==> config.mk <==
export PLATFORM = sky130hd
export DESIGN_NAME = pdir_ports
export DESIGN_NICKNAME = d
export VERILOG_FILES = /design/src/include/pdir_pkg.sv /design/src/rtl/pdir_ports.sv
export VERILOG_INCLUDE_DIRS = /design/src /design/src/include
export SDC_FILE = /design/constraint.sdc
export NUM_CORES = 1
export LEC_CHECK = 0
export ABC_CLOCK_PERIOD_IN_PS = 2400
export BUFFER_PORTS_ARGS = -buffer_cell sky130_fd_sc_hd__buf_2
export CORE_MARGIN = 2
export CORE_UTILIZATION = 35
export DETAILED_ROUTE_END_ITERATION = 10
export GPL_TIMING_DRIVEN = 1
export MAX_ROUTING_LAYER = met4
export RECOVER_POWER = 100
export SKIP_LAST_GASP = 1
export SYNTH_ARGS = -nofsm -noshare
export SYNTH_HDL_FRONTEND = slang
export SYNTH_SLANG_ARGS = --single-unit
==> constraint.sdc <==
create_clock -name mclk -period 2.4 [get_ports mclk]
set_input_delay 0.12 -clock mclk [delete_from_list [all_inputs] [get_ports mclk]]
set_output_delay 0.12 -clock mclk [all_outputs]
set_load 0.1 [all_outputs]
==> src/include/pdir_map.svh <==
/*
  Address map and reset values for the eight-port direction and data register block.
  Assumes a 16-bit byte address from the CPU internal bus.
*/
// Overview of operation
// - Reads of any direction register return all ones regardless of stored value.
// - A direction bit of 0 makes the matching pin an input.
// - A direction bit of 1 makes the pin an output; 0 to 1 switches it.
// - Each data register shares its address with the pin-or-latch read of that port.
// - Data registers sit at fixed addresses FFD4 to FFDD, port 1 to port A.
// - Direction registers sit at fixed addresses FFE4 to FFED, port 1 to port A.
// - Data reads return pin level for inputs and latch bit for outputs.
// - Output pins drive high for latch bit 1 and low for 0.
`ifndef PDIR_MAP_SVH
`define PDIR_MAP_SVH
`define PDIR_DATA_P1 16'hFFD4
`define PDIR_DATA_P3 16'hFFD6
`define PDIR_DATA_P4 16'hFFD7
`define PDIR_DATA_P5 16'hFFD8
`define PDIR_DATA_P6 16'hFFD9
`define PDIR_DATA_P7 16'hFFDA
`define PDIR_DATA_P8 16'hFFDB
`define PDIR_DATA_PA 16'hFFDD
`define PDIR_DIR_P1 16'hFFE4
`define PDIR_DIR_P3 16'hFFE6
`define PDIR_DIR_P4 16'hFFE7
`define PDIR_DIR_P5 16'hFFE8
`define PDIR_DIR_P6 16'hFFE9
`define PDIR_DIR_P7 16'hFFEA
`define PDIR_DIR_P8 16'hFFEB
`define PDIR_DIR_PA 16'hFFED
`define PDIR_DIR_READ 8'hFF
`define PDIR_RESET 8'h00
`endif

==> src/include/pdir_pkg.sv <==
/*
  Types shared by the port direction and data register block.
  Assumes nothing of its surroundings.
*/
package pdir_pkg;
  typedef logic [7:0] pdir_byte_t;
  typedef logic [15:0] pdir_addr_t;
endpackage

==> src/rtl/pdir_ports.sv <==
/*
  Eight 8-bit ports, each with a write-only direction register and a data latch.
  Assumes a single-cycle CPU bus: byte address, read and write strobes on mclk.
*/
`timescale 1ns/1ns
`include "pdir_map.svh"
module pdir_ports #(
  parameter int NPORT = 8
) (
  input wire logic mclk,
  input wire logic nrst,
  input wire pdir_pkg::pdir_addr_t bus_addr,
  input wire logic bus_wr,
  input wire logic bus_rd,
  input wire pdir_pkg::pdir_byte_t bus_wdata,
  output pdir_pkg::pdir_byte_t bus_rdata,
  output logic bus_hit,
  input wire logic [NPORT*8-1:0] pin_in,
  output logic [NPORT*8-1:0] pin_out,
  output logic [NPORT*8-1:0] pin_oe_n
);
  localparam pdir_pkg::pdir_addr_t DATA_ADDR [8] = '{`PDIR_DATA_P1, `PDIR_DATA_P3,
    `PDIR_DATA_P4, `PDIR_DATA_P5, `PDIR_DATA_P6, `PDIR_DATA_P7, `PDIR_DATA_P8,
    `PDIR_DATA_PA};
  localparam pdir_pkg::pdir_addr_t DIR_ADDR [8] = '{`PDIR_DIR_P1, `PDIR_DIR_P3,
    `PDIR_DIR_P4, `PDIR_DIR_P5, `PDIR_DIR_P6, `PDIR_DIR_P7, `PDIR_DIR_P8,
    `PDIR_DIR_PA};

  logic [NPORT*8-1:0] pin_s1_q;
  logic [NPORT*8-1:0] pin_s2_q;
  logic [NPORT-1:0] data_hit;
  logic [NPORT-1:0] dir_hit;
  pdir_pkg::pdir_byte_t port_view [NPORT];
  pdir_pkg::pdir_byte_t latch_q [NPORT];
  pdir_pkg::pdir_byte_t dir_q [NPORT];

  // Pins come from outside the clock domain, so they pass two flip-flops first.
  always_ff @(posedge mclk or negedge nrst) begin
    if (!nrst) begin
      pin_s1_q <= '0;
      pin_s2_q <= '0;
    end else begin
      pin_s1_q <= pin_in;
      pin_s2_q <= pin_s1_q;
    end
  end

  genvar g;
  generate
    for (g = 0; g < NPORT; g++) begin : g_port
      assign data_hit[g] = (bus_addr == DATA_ADDR[g]);
      assign dir_hit[g] = (bus_addr == DIR_ADDR[g]);

      always_ff @(posedge mclk or negedge nrst) begin
        if (!nrst) begin
          latch_q[g] <= `PDIR_RESET;
        end else if (bus_wr && data_hit[g]) begin
          latch_q[g] <= bus_wdata;
        end
      end

      always_ff @(posedge mclk or negedge nrst) begin
        if (!nrst) begin
          dir_q[g] <= `PDIR_RESET;
        end else if (bus_wr && dir_hit[g]) begin
          dir_q[g] <= bus_wdata;
        end
      end

      // Output bits show the latch, input bits show the synchronised pin.
      assign port_view[g] = (dir_q[g] & latch_q[g]) |
        (~dir_q[g] & pin_s2_q[g*8 +: 8]);
      assign pin_out[g*8 +: 8] = latch_q[g];
      assign pin_oe_n[g*8 +: 8] = ~dir_q[g];
    end
  endgenerate

  // Reads are registered: the answer stands from the edge after the strobe until the next read.
  // A read of a direction address answers all ones, so a read-modify-write of one bit
  // writes ones into every other direction bit; software must work on a shadow copy.
  always_ff @(posedge mclk or negedge nrst) begin
    if (!nrst) begin
      bus_rdata <= '0;
    end else if (bus_rd) begin
      bus_rdata <= '0;
      for (int i = 0; i < NPORT; i++) begin
        if (data_hit[i]) begin
          bus_rdata <= port_view[i];
        end
        if (dir_hit[i]) begin
          bus_rdata <= `PDIR_DIR_READ;
        end
      end
    end
  end

  assign bus_hit = (|data_hit) | (|dir_hit);

  // Direction reads answer all ones, whatever was last written.
  a_dir_reads_ones: assert property (@(posedge mclk) disable iff (!nrst)
    (bus_rd && (|dir_hit)) |=> (bus_rdata == 8'hFF))
    else $error("direction read not all ones");
  a_input_oe_off: assert property (@(posedge mclk) disable iff (!nrst)
    ##1 (dir_q[0] == 8'h00) |-> (pin_oe_n[7:0] == 8'hFF))
    else $error("input pin driven");
  a_dir_write_out: assert property (@(posedge mclk) disable iff (!nrst)
    (bus_wr && dir_hit[1]) |=> (pin_oe_n[15:8] == ~$past(bus_wdata)))
    else $error("direction write did not set enables");
  a_data_write_pin: assert property (@(posedge mclk) disable iff (!nrst)
    (bus_wr && data_hit[0]) |=> (pin_out[7:0] == $past(bus_wdata)))
    else $error("latch not on pin");
  a_data_readback: assert property (@(posedge mclk) disable iff (!nrst)
    (bus_rd && data_hit[0]) |=> (bus_rdata ==
      (($past(dir_q[0]) & $past(latch_q[0])) | (~$past(dir_q[0]) & $past(pin_s2_q[7:0])))))
    else $error("data read mix wrong");
  a_data_addr_p1: assert property (@(posedge mclk) disable iff (!nrst)
    (bus_addr == 16'hFFD4) |-> data_hit[0])
    else $error("port 1 data decode");
  a_data_addr_pa: assert property (@(posedge mclk) disable iff (!nrst)
    (bus_addr == 16'hFFDD) |-> data_hit[7])
    else $error("port A data decode");
  a_dir_addr_pa: assert property (@(posedge mclk) disable iff (!nrst)
    (bus_addr == 16'hFFED) |-> dir_hit[7])
    else $error("port A direction decode");
  a_reset_inputs: assert property (@(posedge mclk)
    $rose(nrst) |-> (pin_oe_n == '1))
    else $error("pins not inputs after reset");
  // An address outside the map reads as zero and changes nothing.
  a_unmapped_zero: assert property (@(posedge mclk) disable iff (!nrst)
    (bus_rd && !bus_hit) |=> (bus_rdata == 8'h00))
    else $error("unmapped read not zero");

  // The write and read checks, repeated for every port with hold checks added, so that a decode slip on one port shows up.
  generate
    for (g = 0; g < NPORT; g++) begin : g_chk
      a_port_oe_dir: assert property (@(posedge mclk) disable iff (!nrst)
        (bus_wr && dir_hit[g]) |=> (pin_oe_n[g*8 +: 8] == ~$past(bus_wdata)))
        else $error("port enables do not follow direction write");
      a_port_dir_hold: assert property (@(posedge mclk) disable iff (!nrst)
        !(bus_wr && dir_hit[g]) |=> $stable(pin_oe_n[g*8 +: 8]))
        else $error("port enables changed without direction write");
      a_port_latch_pin: assert property (@(posedge mclk) disable iff (!nrst)
        (bus_wr && data_hit[g]) |=> (pin_out[g*8 +: 8] == $past(bus_wdata)))
        else $error("port pins do not follow latch write");
      a_port_latch_hold: assert property (@(posedge mclk) disable iff (!nrst)
        !(bus_wr && data_hit[g]) |=> $stable(pin_out[g*8 +: 8]))
        else $error("port pins changed without latch write");
      a_port_dir_ones: assert property (@(posedge mclk) disable iff (!nrst)
        (bus_rd && dir_hit[g]) |=> (bus_rdata == 8'hFF))
        else $error("port direction read not all ones");
      a_port_data_read: assert property (@(posedge mclk) disable iff (!nrst)
        (bus_rd && data_hit[g]) |=> (bus_rdata ==
          (($past(dir_q[g]) & $past(latch_q[g])) |
          (~$past(dir_q[g]) & $past(pin_s2_q[g*8 +: 8])))))
        else $error("port data read mix wrong");
    end
  endgenerate

  c_dir_read: cover property (@(posedge mclk) bus_rd && dir_hit[1]);
  c_data_write: cover property (@(posedge mclk) bus_wr && data_hit[1]);
  c_mixed_read: cover property (@(posedge mclk) bus_rd && data_hit[1] && dir_q[1] == 8'h3F);
  c_bit_clear: cover property (@(posedge mclk) bus_wr && dir_hit[1] && bus_wdata == 8'hFE);
  c_reset_release: cover property (@(posedge mclk) $rose(nrst));
endmodule

==> impl_summary.log, run 1 <==
[metrics] top cell family by delay on the critical path: buffers and inverters
[metrics] total power divided by cell area: 715 mW/mm^2
[metrics] CTS H-Tree Depth: 1
[metrics] number of hold violations in the final report: 0
[metrics] count of yosys warnings during synthesis: 0
[metrics] final critical path time including I/O delays and setup: 2.03 ns
[metrics] die outline height: 172 microns
[metrics] final-layout setup total negative slack: 0 ns
[metrics] clock-pin transition on the worst setup and hold timing paths: 0.06 ns
[metrics] final standard cell utilization of the core: 45.9%
[metrics] Syn Area/Cell: 15.0 sq um
[metrics] number of DRC violations after detailed routing: 0
[metrics] final setup vio count: 0
[metrics] Yosys reg bits: 264
[metrics] worst setup timing slack at the placement stage: 0.433 ns
[metrics] critical path start-end classification: register to primary output
[metrics] Setup WS post-layout: 0.371 ns
[metrics] worst endpoint required time: 2.28 ns
[metrics] I/O pin cnt: 229
[metrics] worst voltage drop across the vdd grid: 0.510 mV
[metrics] final net count: 1066
[metrics] first-pass GRT wire length: 41100 microns
[metrics] number of non-filler instances in the completed layout: 1368
[metrics] P&R area growth vs syn: 29.2%
[metrics] dpl cells: 1256
[metrics] ys async rst share: 100%
[metrics] DR vias/cell: 4.63
[metrics] HPWL after detailed placement: 19000 microns
[metrics] total buffers and inverters traversed by the critical path: 2
[metrics] ratio of final minimum period to clock period: 84.6%
[metrics] clock tree from TritonCTS: done
[metrics] Worst Reg2Reg Path Length in Cells: 5
[metrics] run status: finished clean
[metrics] CP Cell Sequence: inv_1 > clkbuf_1
[metrics] critical-path maximum fanout: 3
[metrics] Netlist Area Pre-Place: 0.00987 sq mm
[metrics] final-layout worst hold slack: 0.110 ns
[metrics] Core Footprint: 0.0278 sq mm
[metrics] cell chosen for the clock root: sky130_fd_sc_hd__clkbuf_16
[metrics] total routing usage reported by global routing: 19.4%
[metrics] remaining max-slew budget at the tightest pin: 13.1%
[metrics] transition time at the pin with the least slew margin: 1.31 ns
[metrics] CP Capture Type: primary output
[metrics] remaining global-route overflow: 0
[metrics] number of logic stages on the critical path including buffering: 2
[metrics] post-CTS resize count: 0
[metrics] static leakage power: 5.81 nW
[metrics] Cells after Synth: 656
[metrics] initial antenna violation count: 0
[metrics] type of element launching the critical path: register
[metrics] worst setup slack for register-to-register paths: 0.72 ns
[metrics] buffer levels on the longest clock path: 3
[metrics] width of the die: 172 microns
[metrics] DRT Pass-1 Iters: 4
[metrics] worst hold path class: primary input to register
[metrics] number of input and output port buffers inserted: 228
[metrics] Num CTS Buffers: 28
[metrics] number of sinks driven by the clock tree: 264
[metrics] number of global-route vias before repair: 6564
[metrics] fin area: 0.0127 sq mm
[metrics] Placement Rows: 61
[metrics] sum of internal, switching and leakage power: 9.11 mW
[metrics] Most used DFF post-synth: sky130_fd_sc_hd__dfrtp_1
[metrics] Hold Crit Depth: 2
[metrics] Synthesized Nets: 748
[metrics] max-cap violations: 0
[metrics] global placer's final weighted congestion: 0.802
[metrics] initial standard-cell utilization of the core: 35.5%
[metrics] Crit path largest cell delay: 0.86 ns
[metrics] routed via count: 6339
[metrics] final setup skew: 0.00583 ns
[metrics] later-pin clock latency in the skew report: 0.53 ns
[metrics] Arrival @ worst endpoint: 1.91 ns
[metrics] fraction of layout cells with a size suffix above 1: 29.2%
[metrics] average detailed-routed wire length per instance: 20.2 microns
[metrics] Total Routed Length: 27700 microns
[metrics] number of max-slew violations in the final report: 0
[metrics] slowest cell on the critical path: sky130_fd_sc_hd__clkbuf_1
[metrics] maximum number of pins on one net before global-route repair: 76
[metrics] upper clock frequency limit: 0.493 GHz
[metrics] cell area reported after detailed placement: 0.0115 sq mm
[metrics] count of unique library cells instantiated by Yosys: 36
[metrics] number of synthesized flops with an enable pin: 0
[metrics] unrepaired setup endpoints after global routing: no
[metrics] sequential element share of the synthesized area: 67.0%
[metrics] count of routing violations after the opening detailed-route iteration: 349
[metrics] antenna-violating nets left: 0
[metrics] floorplan die area: 0.0295 sq mm
-- cell usage in the layout (no fill, tap or decap), types with 4 or more instances in the layout --
master	instances
sky130_fd_sc_hd__dfrtp_1	264
sky130_fd_sc_hd__clkbuf_1	149
sky130_fd_sc_hd__mux2_2	147
sky130_fd_sc_hd__buf_2	93
sky130_fd_sc_hd__inv_1	67
sky130_fd_sc_hd__dlygate4sd3_1	66
sky130_fd_sc_hd__mux2i_1	44
sky130_fd_sc_hd__clkbuf_16	29
sky130_fd_sc_hd__o22ai_1	20
sky130_fd_sc_hd__nor2_1	16
sky130_fd_sc_hd__nand2_1	12
sky130_fd_sc_hd__nand3_1	10
sky130_fd_sc_hd__nor3_1	9
sky130_fd_sc_hd__o22a_1	6
sky130_fd_sc_hd__a222oi_1	6
sky130_fd_sc_hd__nand2b_1	5
sky130_fd_sc_hd__buf_4	5
sky130_fd_sc_hd__nand4b_1	4
sky130_fd_sc_hd__nor4_1	4
sky130_fd_sc_hd__clkbuf_8	4
-- metal layers --
layer	global-route usage (%)	vias to the layer above	wire length, microns
met1	27.6	3226	13000
met4	3.73	0	443
li1	-	2916	-
met5	-	-	0
met3	2.79	29	1320
met2	30.1	168	12900
-- Yosys cell counts, types with 2 or more instances --
cell type | count | area [sq um]
sky130_fd_sc_hd__nand4b_1 | 4 | 35.0
sky130_fd_sc_hd__o22a_1 | 6 | 52.6
sky130_fd_sc_hd__nand2_1 | 12 | 45.0
sky130_fd_sc_hd__nand4_2 | 2 | 25.0
sky130_fd_sc_hd__nand4bb_1 | 2 | 22.5
sky130_fd_sc_hd__nand3_2 | 5 | 50.1
sky130_fd_sc_hd__nor3b_1 | 2 | 15.0
sky130_fd_sc_hd__nand2b_1 | 5 | 31.3
sky130_fd_sc_hd__dfrtp_1 | 264 | 6610
sky130_fd_sc_hd__nor2_1 | 16 | 60.1
sky130_fd_sc_hd__clkbuf_1 | 14 | 52.6
sky130_fd_sc_hd__inv_1 | 67 | 251
sky130_fd_sc_hd__nor4_4 | 4 | 85.1
sky130_fd_sc_hd__a222oi_1 | 6 | 60.1
sky130_fd_sc_hd__mux2_2 | 148 | 1670
sky130_fd_sc_hd__mux2i_1 | 44 | 440
sky130_fd_sc_hd__buf_2 | 4 | 20.0
sky130_fd_sc_hd__nor3_1 | 8 | 40.0
sky130_fd_sc_hd__o22ai_1 | 20 | 125
sky130_fd_sc_hd__o32a_1 | 2 | 20.0
sky130_fd_sc_hd__nor2b_1 | 2 | 12.5
sky130_fd_sc_hd__nand3_1 | 5 | 25.0
-- flip-flops by register name, indices dropped and copies added (netlist names) --
name / cells
dir_q: 64
bus_rdata: 8
pin_s2_q: 64
pin_out: 64
pin_s1_q: 64
-- power by group --
group | switching, mW | internal [mW]
registers | 0.0385 | 4.57
clock network | 1.68 | 2.31
logic | 0.324 | 0.190
-- what timing repair did --
| item | CTS | global route |
|---|---|---|
| buffers inserted | 0 | 0 |
| hold endpoints to repair | 136 | 0 |
| hold buffers | 66 | 0 |
-- layout make-up --
cell class / instances / area (sq um)
clock buffers: 43 / 818
multi-input cells: 305 / 2840
well taps: 378 / 473
repair buffers: 308 / 1750
clock inverters: 2 / 10.0
inverters: 67 / 251
diodes: 1 / 2.50
fillers: 2610 / 15000
flip-flops and latches: 264 / 6610
-- worst paths after layout --
| check | startpoint | endpoint |
|---|---|---|
| worst max-delay path | dir_q[15] | pin_oe_n[55] |
| worst min-delay path | bus_wdata[2] | pin_out[26] |
| worst max register to register | dir_q[46] | bus_rdata[6] |
| worst min register to register | pin_s1_q[30] | pin_s2_q[30] |
| max in group asynchronous | nrst | pin_out[4] |
| min in group asynchronous | nrst | dir_q[19] |
-- cells by family (layout without fill, tap and decap cells) --
family,after synthesis,in the layout,share of synthesized area [%]
flip-flops,264,264,67.0
AND/OR/NAND/NOR,75,75,5.29
multiplexers,192,192,21.4
buffers and inverters,87,420,3.44
other,0,1,0
AO/OA/AOI/OAI,38,38,2.96
No activity file was read; power rests on OpenSTA's default activity.
==> inputs of run 2 (changes only) <==
- ABC_AREA: unset -> 1
- ABC_CLOCK_PERIOD_IN_PS: 2400 -> 2100
- clock period: 2.4 -> 2.1 ns (I/O delays scaled with it)
==> run 2 against run 1 <==
Net effect: total power rose by 21%; wire length rose by 8.0%; non-clock buffer count rose by 14; cell count rose by 32%; sequential share of layout area fell by 2.5 points; clock skew rose by 0.0017 ns; via count rose by 31%; clock-buffer cell count fell by 2; die area rose by 3.7%; critical path type is now primary input to primary output; critical endpoint is now bus_hit.
==> impl_summary.log, run 2 <==
[metrics] Num CTS Buffers: 29
[metrics] DR vias/cell: 4.57
[metrics] initial antenna violation count: 1
[metrics] Reg2Reg Launch Point: dir_q[58]
[metrics] number of hold violations in the final report: 0
[metrics] Clock power frac: 46.5%
[metrics] number of input and output port buffers inserted: 228
[metrics] cell chosen for the clock root: sky130_fd_sc_hd__clkbuf_16
[metrics] routed via count: 8285
[metrics] hold wc startpoint: bus_wdata[5]
[metrics] CP Cell Sequence: clkbuf_1 > inv_1 > nor3_1 > inv_2 > nor3_1 > nor4_1 > nand3_1 > buf_12
[metrics] ys async rst share: 100%
[metrics] Worst Reg2Reg Path Length in Cells: 9
[metrics] worst hold path class: primary input to register
[metrics] Hold Crit Depth: 4
[metrics] Most used DFF post-synth: sky130_fd_sc_hd__dfrtp_1
[metrics] unrepaired setup endpoints after global routing: no
[metrics] fraction of post-synthesis cell area in the top cell type by area: 64.5%
[metrics] number of DRC violations after detailed routing: 0
[metrics] number of max-slew violations in the final report: 0
[metrics] final critical path time including I/O delays and setup: 1.87 ns
[metrics] final-layout setup total negative slack: 0 ns
[metrics] ratio of final minimum period to clock period: 89.1%
[metrics] average detailed-routed wire length per instance: 16.5 microns
[metrics] clock-pin transition on the worst setup and hold timing paths: 0.06 ns
[metrics] global placer's final weighted congestion: 0.870
[metrics] Core Footprint: 0.0288 sq mm
[metrics] critical path start-end classification: primary input to primary output
[metrics] Placement Rows: 62
[metrics] fraction of layout cells with a size suffix above 1: 21.2%
[metrics] floorplan die area: 0.0307 sq mm
[metrics] slowest cell on the critical path: sky130_fd_sc_hd__nor3_1
[metrics] Cells after Synth: 1087
[metrics] worst voltage drop across the vdd grid: 0.557 mV
[metrics] synth cell count leaders: sky130_fd_sc_hd__nand2_1, sky130_fd_sc_hd__dfrtp_1, sky130_fd_sc_hd__inv_1, sky130_fd_sc_hd__o21ai_0, sky130_fd_sc_hd__nand3_1
[metrics] width of the die: 175 microns
[metrics] die outline height: 175 microns
[metrics] final net count: 1497
[metrics] sequential element share of the synthesized area: 64.5%
[metrics] cell area reported after detailed placement: 0.0120 sq mm
[metrics] cell with the most instances after synthesis: sky130_fd_sc_hd__nand2_1
[metrics] max-cap violations: 0
[metrics] number of global-route vias before repair: 8046
[metrics] Crit path largest cell delay: 0.44 ns
[metrics] top area cells in the synthesized netlist: sky130_fd_sc_hd__dfrtp_1, sky130_fd_sc_hd__nand2_1, sky130_fd_sc_hd__o21ai_0
[metrics] design internal power: 8.51 mW
[metrics] Netlist Area Pre-Place: 0.0102 sq mm
[metrics] count of yosys warnings during synthesis: 0
[metrics] share of power burned in combinational logic: 5.6%
[metrics] count of routing violations after the opening detailed-route iteration: 616
[metrics] Yosys reg bits: 264
[metrics] count of unique library cells instantiated by Yosys: 27
[metrics] maximum number of pins on one net before global-route repair: 84
[metrics] fin area: 0.0134 sq mm
[metrics] clock tree from TritonCTS: done
[metrics] number of synthesized flops with an enable pin: 0
[metrics] Setup WS post-layout: 0.229 ns
[metrics] critical-path maximum fanout: 8
[metrics] buffer levels on the longest clock path: 3
[metrics] antenna-violating nets left: 0
[metrics] fill cell instance count of the final layout: 2744
[metrics] remaining max-slew budget at the tightest pin: 24.1%
[metrics] dpl cells: 1692
[metrics] CTS H-Tree Depth: 1
[metrics] initial standard-cell utilization of the core: 35.6%
[metrics] most used cell, CP: sky130_fd_sc_hd__nor3_1
[metrics] worst min-delay path endpoint: dir_q[45]
[metrics] sum of internal, switching and leakage power: 11.0 mW
[metrics] transition time at the pin with the least slew margin: 1.14 ns
[metrics] later-pin clock latency in the skew report: 0.54 ns
[metrics] Total Routed Length: 29900 microns
[metrics] HPWL after detailed placement: 21200 microns
[metrics] post-CTS resize count: 0
[metrics] most used cells in the layout excluding fill and tap cells: sky130_fd_sc_hd__nand2_1, sky130_fd_sc_hd__dfrtp_1, sky130_fd_sc_hd__clkbuf_2, sky130_fd_sc_hd__o21ai_0, sky130_fd_sc_hd__inv_1
[metrics] DRT Pass-1 Iters: 7
[metrics] worst setup slack for register-to-register paths: 0.75 ns
[metrics] Yosys top cell by area: sky130_fd_sc_hd__dfrtp_1
[metrics] destination of the worst register-to-register timing path: bus_rdata[2]
[metrics] worst setup timing slack at the placement stage: 0.232 ns
[metrics] total power divided by cell area: 820 mW/mm^2
[metrics] worst endpoint required time: 2.00 ns
[metrics] final-layout worst hold slack: 0.0675 ns
[metrics] Arrival @ worst endpoint: 1.77 ns
[metrics] run status: finished clean
[metrics] remaining global-route overflow: 0
[metrics] net switching component of the power: 2.48 mW
[metrics] Synthesized Nets: 1179
[metrics] final standard cell utilization of the core: 46.6%
[metrics] register share of total power: 47.9%
[metrics] I/O pin cnt: 229
[metrics] static leakage power: 6.67 nW
[metrics] CP Capture Type: primary output
[metrics] upper clock frequency limit: 0.534 GHz
[metrics] first-pass GRT wire length: 45800 microns
[metrics] number of sinks driven by the clock tree: 264
[metrics] type of element launching the critical path: primary input
[metrics] total routing usage reported by global routing: 20.1%
[metrics] final setup skew: 0.00750 ns
[metrics] commonest non-fill, non-tap cell in the layout: sky130_fd_sc_hd__nand2_1
[metrics] P&R area growth vs syn: 30.9%
[metrics] Syn Area/Cell: 9.42 sq um
[metrics] number of non-filler instances in the completed layout: 1811
[metrics] Net Sw Frac: 22.6%
[metrics] final setup vio count: 0
==> run 2: worst max-delay path, delay by kind of cell <==
family                 cells  cell delay (ns)
buffers and inverters      4             0.71
AND/OR/NAND/NOR            4             0.94
==> run 2: repair_timing <==
item / 4_1_cts / 5_1_grt
hold buffers: 66 / 0
endpoints found under the hold margin: 146 / 0
setup buffers: 0 / 0
==> run 2: power groups by stage <==
stage / logic (mW) / clock network [mW] / registers (mW)
2_1_floorplan: 0.134 / 0 / 5.42
3_3_place_gp: 0.552 / 0 / 5.35
3_5_place_dp: 0.555 / 0 / 5.36
4_1_cts: 0.651 / 5.26 / 5.26
5_1_grt: 0.679 / 5.47 / 5.27
6_report: 0.615 / 5.12 / 5.26
==> run 2: layout make-up <==
cell class	instances	area (sq um)	share of cell area [%]
Antenna cell	1	2.50	0.0187
Clock buffer	41	861	6.42
Inverter	111	417	3.11
Clock inverter	11	120	0.896
Tap cell	384	480	3.58
Sequential cell	264	6610	49.3
Timing Repair Buffer	322	1990	14.9
Multi-Input combinational cell	677	2930	21.9
==> run 2: kinds of logic after synthesis <==
group                  count (synthesis)  synth area share, %
buffers and inverters                146                 5.90
AO/OA/AOI/OAI                        145                 7.89
flip-flops                           264                 64.5
AND/OR/NAND/NOR                      532                 21.7
==> run 2: worst max path at each step <==
stage / startpoint / to
6_report: bus_addr[1] / bus_hit
5_1_grt: bus_addr[1] / bus_hit
4_1_cts: bus_addr[11] / bus_hit
3_5_place_dp: bus_addr[8] / dir_q[13]
3_3_place_gp: bus_addr[8] / bus_rdata[0]
2_1_floorplan: bus_addr[9] / bus_hit
==> run 2: metal layers <==
metal  wire, microns  vias up  GRT usage, %  share of wire [%]
met5               0        -             -                  0
met4             830        0          5.45                2.8
met3            1560       52          3.13                5.2
met2           14000      246          31.7                 47
met1           13500     3934          27.1                 45
li1                -     4053             -                  -
==> inputs of run 3 (changes only) <==
- ABC_CLOCK_PERIOD_IN_PS: 2100 -> 2050
- CORE_MARGIN: 2 -> 3
- clock period: 2.1 -> 2.05 ns (I/O delays scaled with it)
==> run 3 against run 2 <==
Net effect: die area rose by 2.3%; critical path depth is the same; first-iteration DRC count decreased by 11%; total power is 3.9% higher; via count shrank 0.52%; utilization up 0.74 points; non-clock buffer count shrank 6.
==> impl_summary.log, run 3 (synthesis results as in run 2) <==
[metrics] DR vias/cell: 4.58
[metrics] worst min-delay path endpoint: dir_q[27]
[metrics] remaining max-slew budget at the tightest pin: 30.7%
[metrics] HPWL after detailed placement: 21400 microns
[metrics] most used cells in the layout excluding fill and tap cells: sky130_fd_sc_hd__nand2_1, sky130_fd_sc_hd__dfrtp_1, sky130_fd_sc_hd__clkbuf_2, sky130_fd_sc_hd__o21ai_0, sky130_fd_sc_hd__inv_1
[metrics] floorplan die area: 0.0314 sq mm
[metrics] Crit path largest cell delay: 0.44 ns
[metrics] static leakage power: 6.68 nW
[metrics] maximum number of pins on one net before global-route repair: 81
[metrics] final critical path time including I/O delays and setup: 1.78 ns
[metrics] type of element launching the critical path: primary input
[metrics] antenna-violating nets left: 0
[metrics] CTS H-Tree Depth: 1
[metrics] count of routing violations after the opening detailed-route iteration: 547
[metrics] cell chosen for the clock root: sky130_fd_sc_hd__clkbuf_16
[metrics] register share of total power: 47.2%
[metrics] sum of internal, switching and leakage power: 11.4 mW
[metrics] critical path start-end classification: primary input to primary output
[metrics] DRT Pass-1 Iters: 5
[metrics] Core Footprint: 0.0283 sq mm
[metrics] Net Sw Frac: 22.3%
[metrics] cell area reported after detailed placement: 0.0119 sq mm
[metrics] met1 wire length: 13400 microns
[metrics] final-layout setup total negative slack: 0 ns
[metrics] die outline height: 177 microns
[metrics] clock tree from TritonCTS: done
[metrics] hold buffer count at cts: 66
[metrics] clock-pin transition on the worst setup and hold timing paths: 0.07 ns
[metrics] initial antenna violation count: 2
[metrics] fraction of layout cells with a size suffix above 1: 21.2%
[metrics] width of the die: 177 microns
[metrics] final setup vio count: 0
[metrics] Clock power frac: 47.2%
[metrics] initial standard-cell utilization of the core: 36.2%
[metrics] hold wc startpoint: bus_wdata[3]
[metrics] Reg2Reg Launch Point: dir_q[57]
[metrics] Hold Crit Depth: 4
[metrics] critical-path maximum fanout: 4
[metrics] total routing usage reported by global routing: 19.7%
[metrics] upper clock frequency limit: 0.560 GHz
[metrics] commonest non-fill, non-tap cell in the layout: sky130_fd_sc_hd__nand2_1
[metrics] length of routed met2 wiring: 14600 microns
[metrics] Worst Reg2Reg Path Length in Cells: 9
[metrics] final setup skew: 0.0229 ns
[metrics] destination of the worst register-to-register timing path: bus_rdata[1]
[metrics] top cell family by delay on the critical path: simple AND/OR/NAND/NOR gates
[metrics] slowest cell on the critical path: sky130_fd_sc_hd__nor3_1
[metrics] share of power burned in combinational logic: 5.6%
[metrics] worst voltage drop across the vdd grid: 0.541 mV
[metrics] fin area: 0.0134 sq mm
[metrics] ratio of final minimum period to clock period: 87.0%
[metrics] Num CTS Buffers: 29
[metrics] CP Capture Type: primary output
[metrics] transition time at the pin with the least slew margin: 1.04 ns
[metrics] buffer levels on the longest clock path: 3
[metrics] fill cell instance count of the final layout: 2718
[metrics] final-layout worst hold slack: 0.0562 ns
[metrics] later-pin clock latency in the skew report: 0.55 ns
[metrics] routed via count: 8242
[metrics] number of input and output port buffers inserted: 228
[metrics] average detailed-routed wire length per instance: 16.8 microns
[metrics] number of DRC violations after detailed routing: 0
[metrics] Setup WS post-layout: 0.265 ns
[metrics] Post-CTS Setup Bufs: 0
[metrics] worst setup timing slack at the placement stage: 0.258 ns
[metrics] worst endpoint required time: 1.95 ns
[metrics] highest metal layer with signal wires: met4
[metrics] total met3 wirelength after detailed routing: 1740 microns
[metrics] Placement Rows: 61
[metrics] remaining global-route overflow: 0
[metrics] final standard cell utilization of the core: 47.3%
[metrics] unrepaired setup endpoints after global routing: no
[metrics] design internal power: 8.88 mW
[metrics] max-cap violations: 0
[metrics] post-CTS resize count: 0
[metrics] final net count: 1491
[metrics] net switching component of the power: 2.55 mW
[metrics] I/O pin cnt: 229
[metrics] worst hold path class: primary input to register
[metrics] total buffers and inverters traversed by the critical path: 3
[metrics] dpl cells: 1680
[metrics] P&R area growth vs syn: 30.8%
[metrics] number of max-slew violations in the final report: 0
[metrics] Total Routed Length: 30300 microns
[metrics] number of hold violations in the final report: 0
[metrics] number of sinks driven by the clock tree: 264
[metrics] first-pass GRT wire length: 45900 microns
[metrics] worst setup slack for register-to-register paths: 0.77 ns
[metrics] Arrival @ worst endpoint: 1.68 ns
[metrics] total power divided by cell area: 852 mW/mm^2
[metrics] number of non-filler instances in the completed layout: 1800
[metrics] number of global-route vias before repair: 7964
[metrics] global placer's final weighted congestion: 0.849
[metrics] CP Cell Sequence: clkbuf_1 > inv_1 > nand2_1 > nor3_1 > nor3b_1 > nor4_1 > nand3_1 > clkbuf_4
[metrics] run status: finished clean
==> run 3: cell count changes in the layout (fill, tap and decap cells not counted), sizes merged, moves of 2 or more <==
cell / before / now
buf: 95 / 97
bufinv: 2 / 4
clkbuf: 202 / 194
clkinvlp: 3 / 1
==> run 3: layout make-up <==
type                    count  area (sq um)  share of cell area (%)
diodes                      2          5.00                  0.0373
clock buffers              41           831                    6.20
clock inverters            11           169                    1.26
inverters                 111           417                    3.11
multi-input cells         677          2940                    22.0
flip-flops and latches    264          6610                    49.3
well taps                 378           473                    3.53
repair buffers            316          1960                    14.6
==> run 3: per-layer routing <==
layer / vias up / GRT usage, %
li1: 4054 / -
met3: 40 / 3.39
met2: 228 / 31.8
met4: 0 / 4.71
met1: 3920 / 26.0
met5: - / -
==> run 3: worst min-delay path, cell delays in order <==
cell and delay [ns]:
sky130_fd_sc_hd__buf_2 0.07, sky130_fd_sc_hd__inv_1 0.03, sky130_fd_sc_hd__buf_4 0.22, sky130_fd_sc_hd__o21ai_2 0.15
==> run 3: worst max path at each step <==
stage | endpoint | startpoint | slack, ns | depth (start not counted)
final | bus_hit | bus_addr[2] | 0.27 | 8
after global routing | bus_hit | bus_addr[2] | 0.11 | 8
after CTS | bus_hit | bus_addr[9] | 0.32 | 10
after detailed placement | bus_rdata[1] | bus_addr[9] | 0.26 | 9
after global placement | bus_rdata[4] | bus_addr[9] | 0.26 | 9
after floorplan | bus_hit | bus_addr[9] | 0.18 | 9
==> run 3: power groups by stage <==
stage | logic, mW | clock network, mW | registers (mW)
finish | 0.634 | 5.40 | 5.39
global route | 0.697 | 5.78 | 5.40
floorplan | 0.137 | 0 | 5.56
global placement | 0.566 | 0 | 5.49
CTS | 0.664 | 5.56 | 5.39
detailed placement | 0.566 | 0 | 5.49
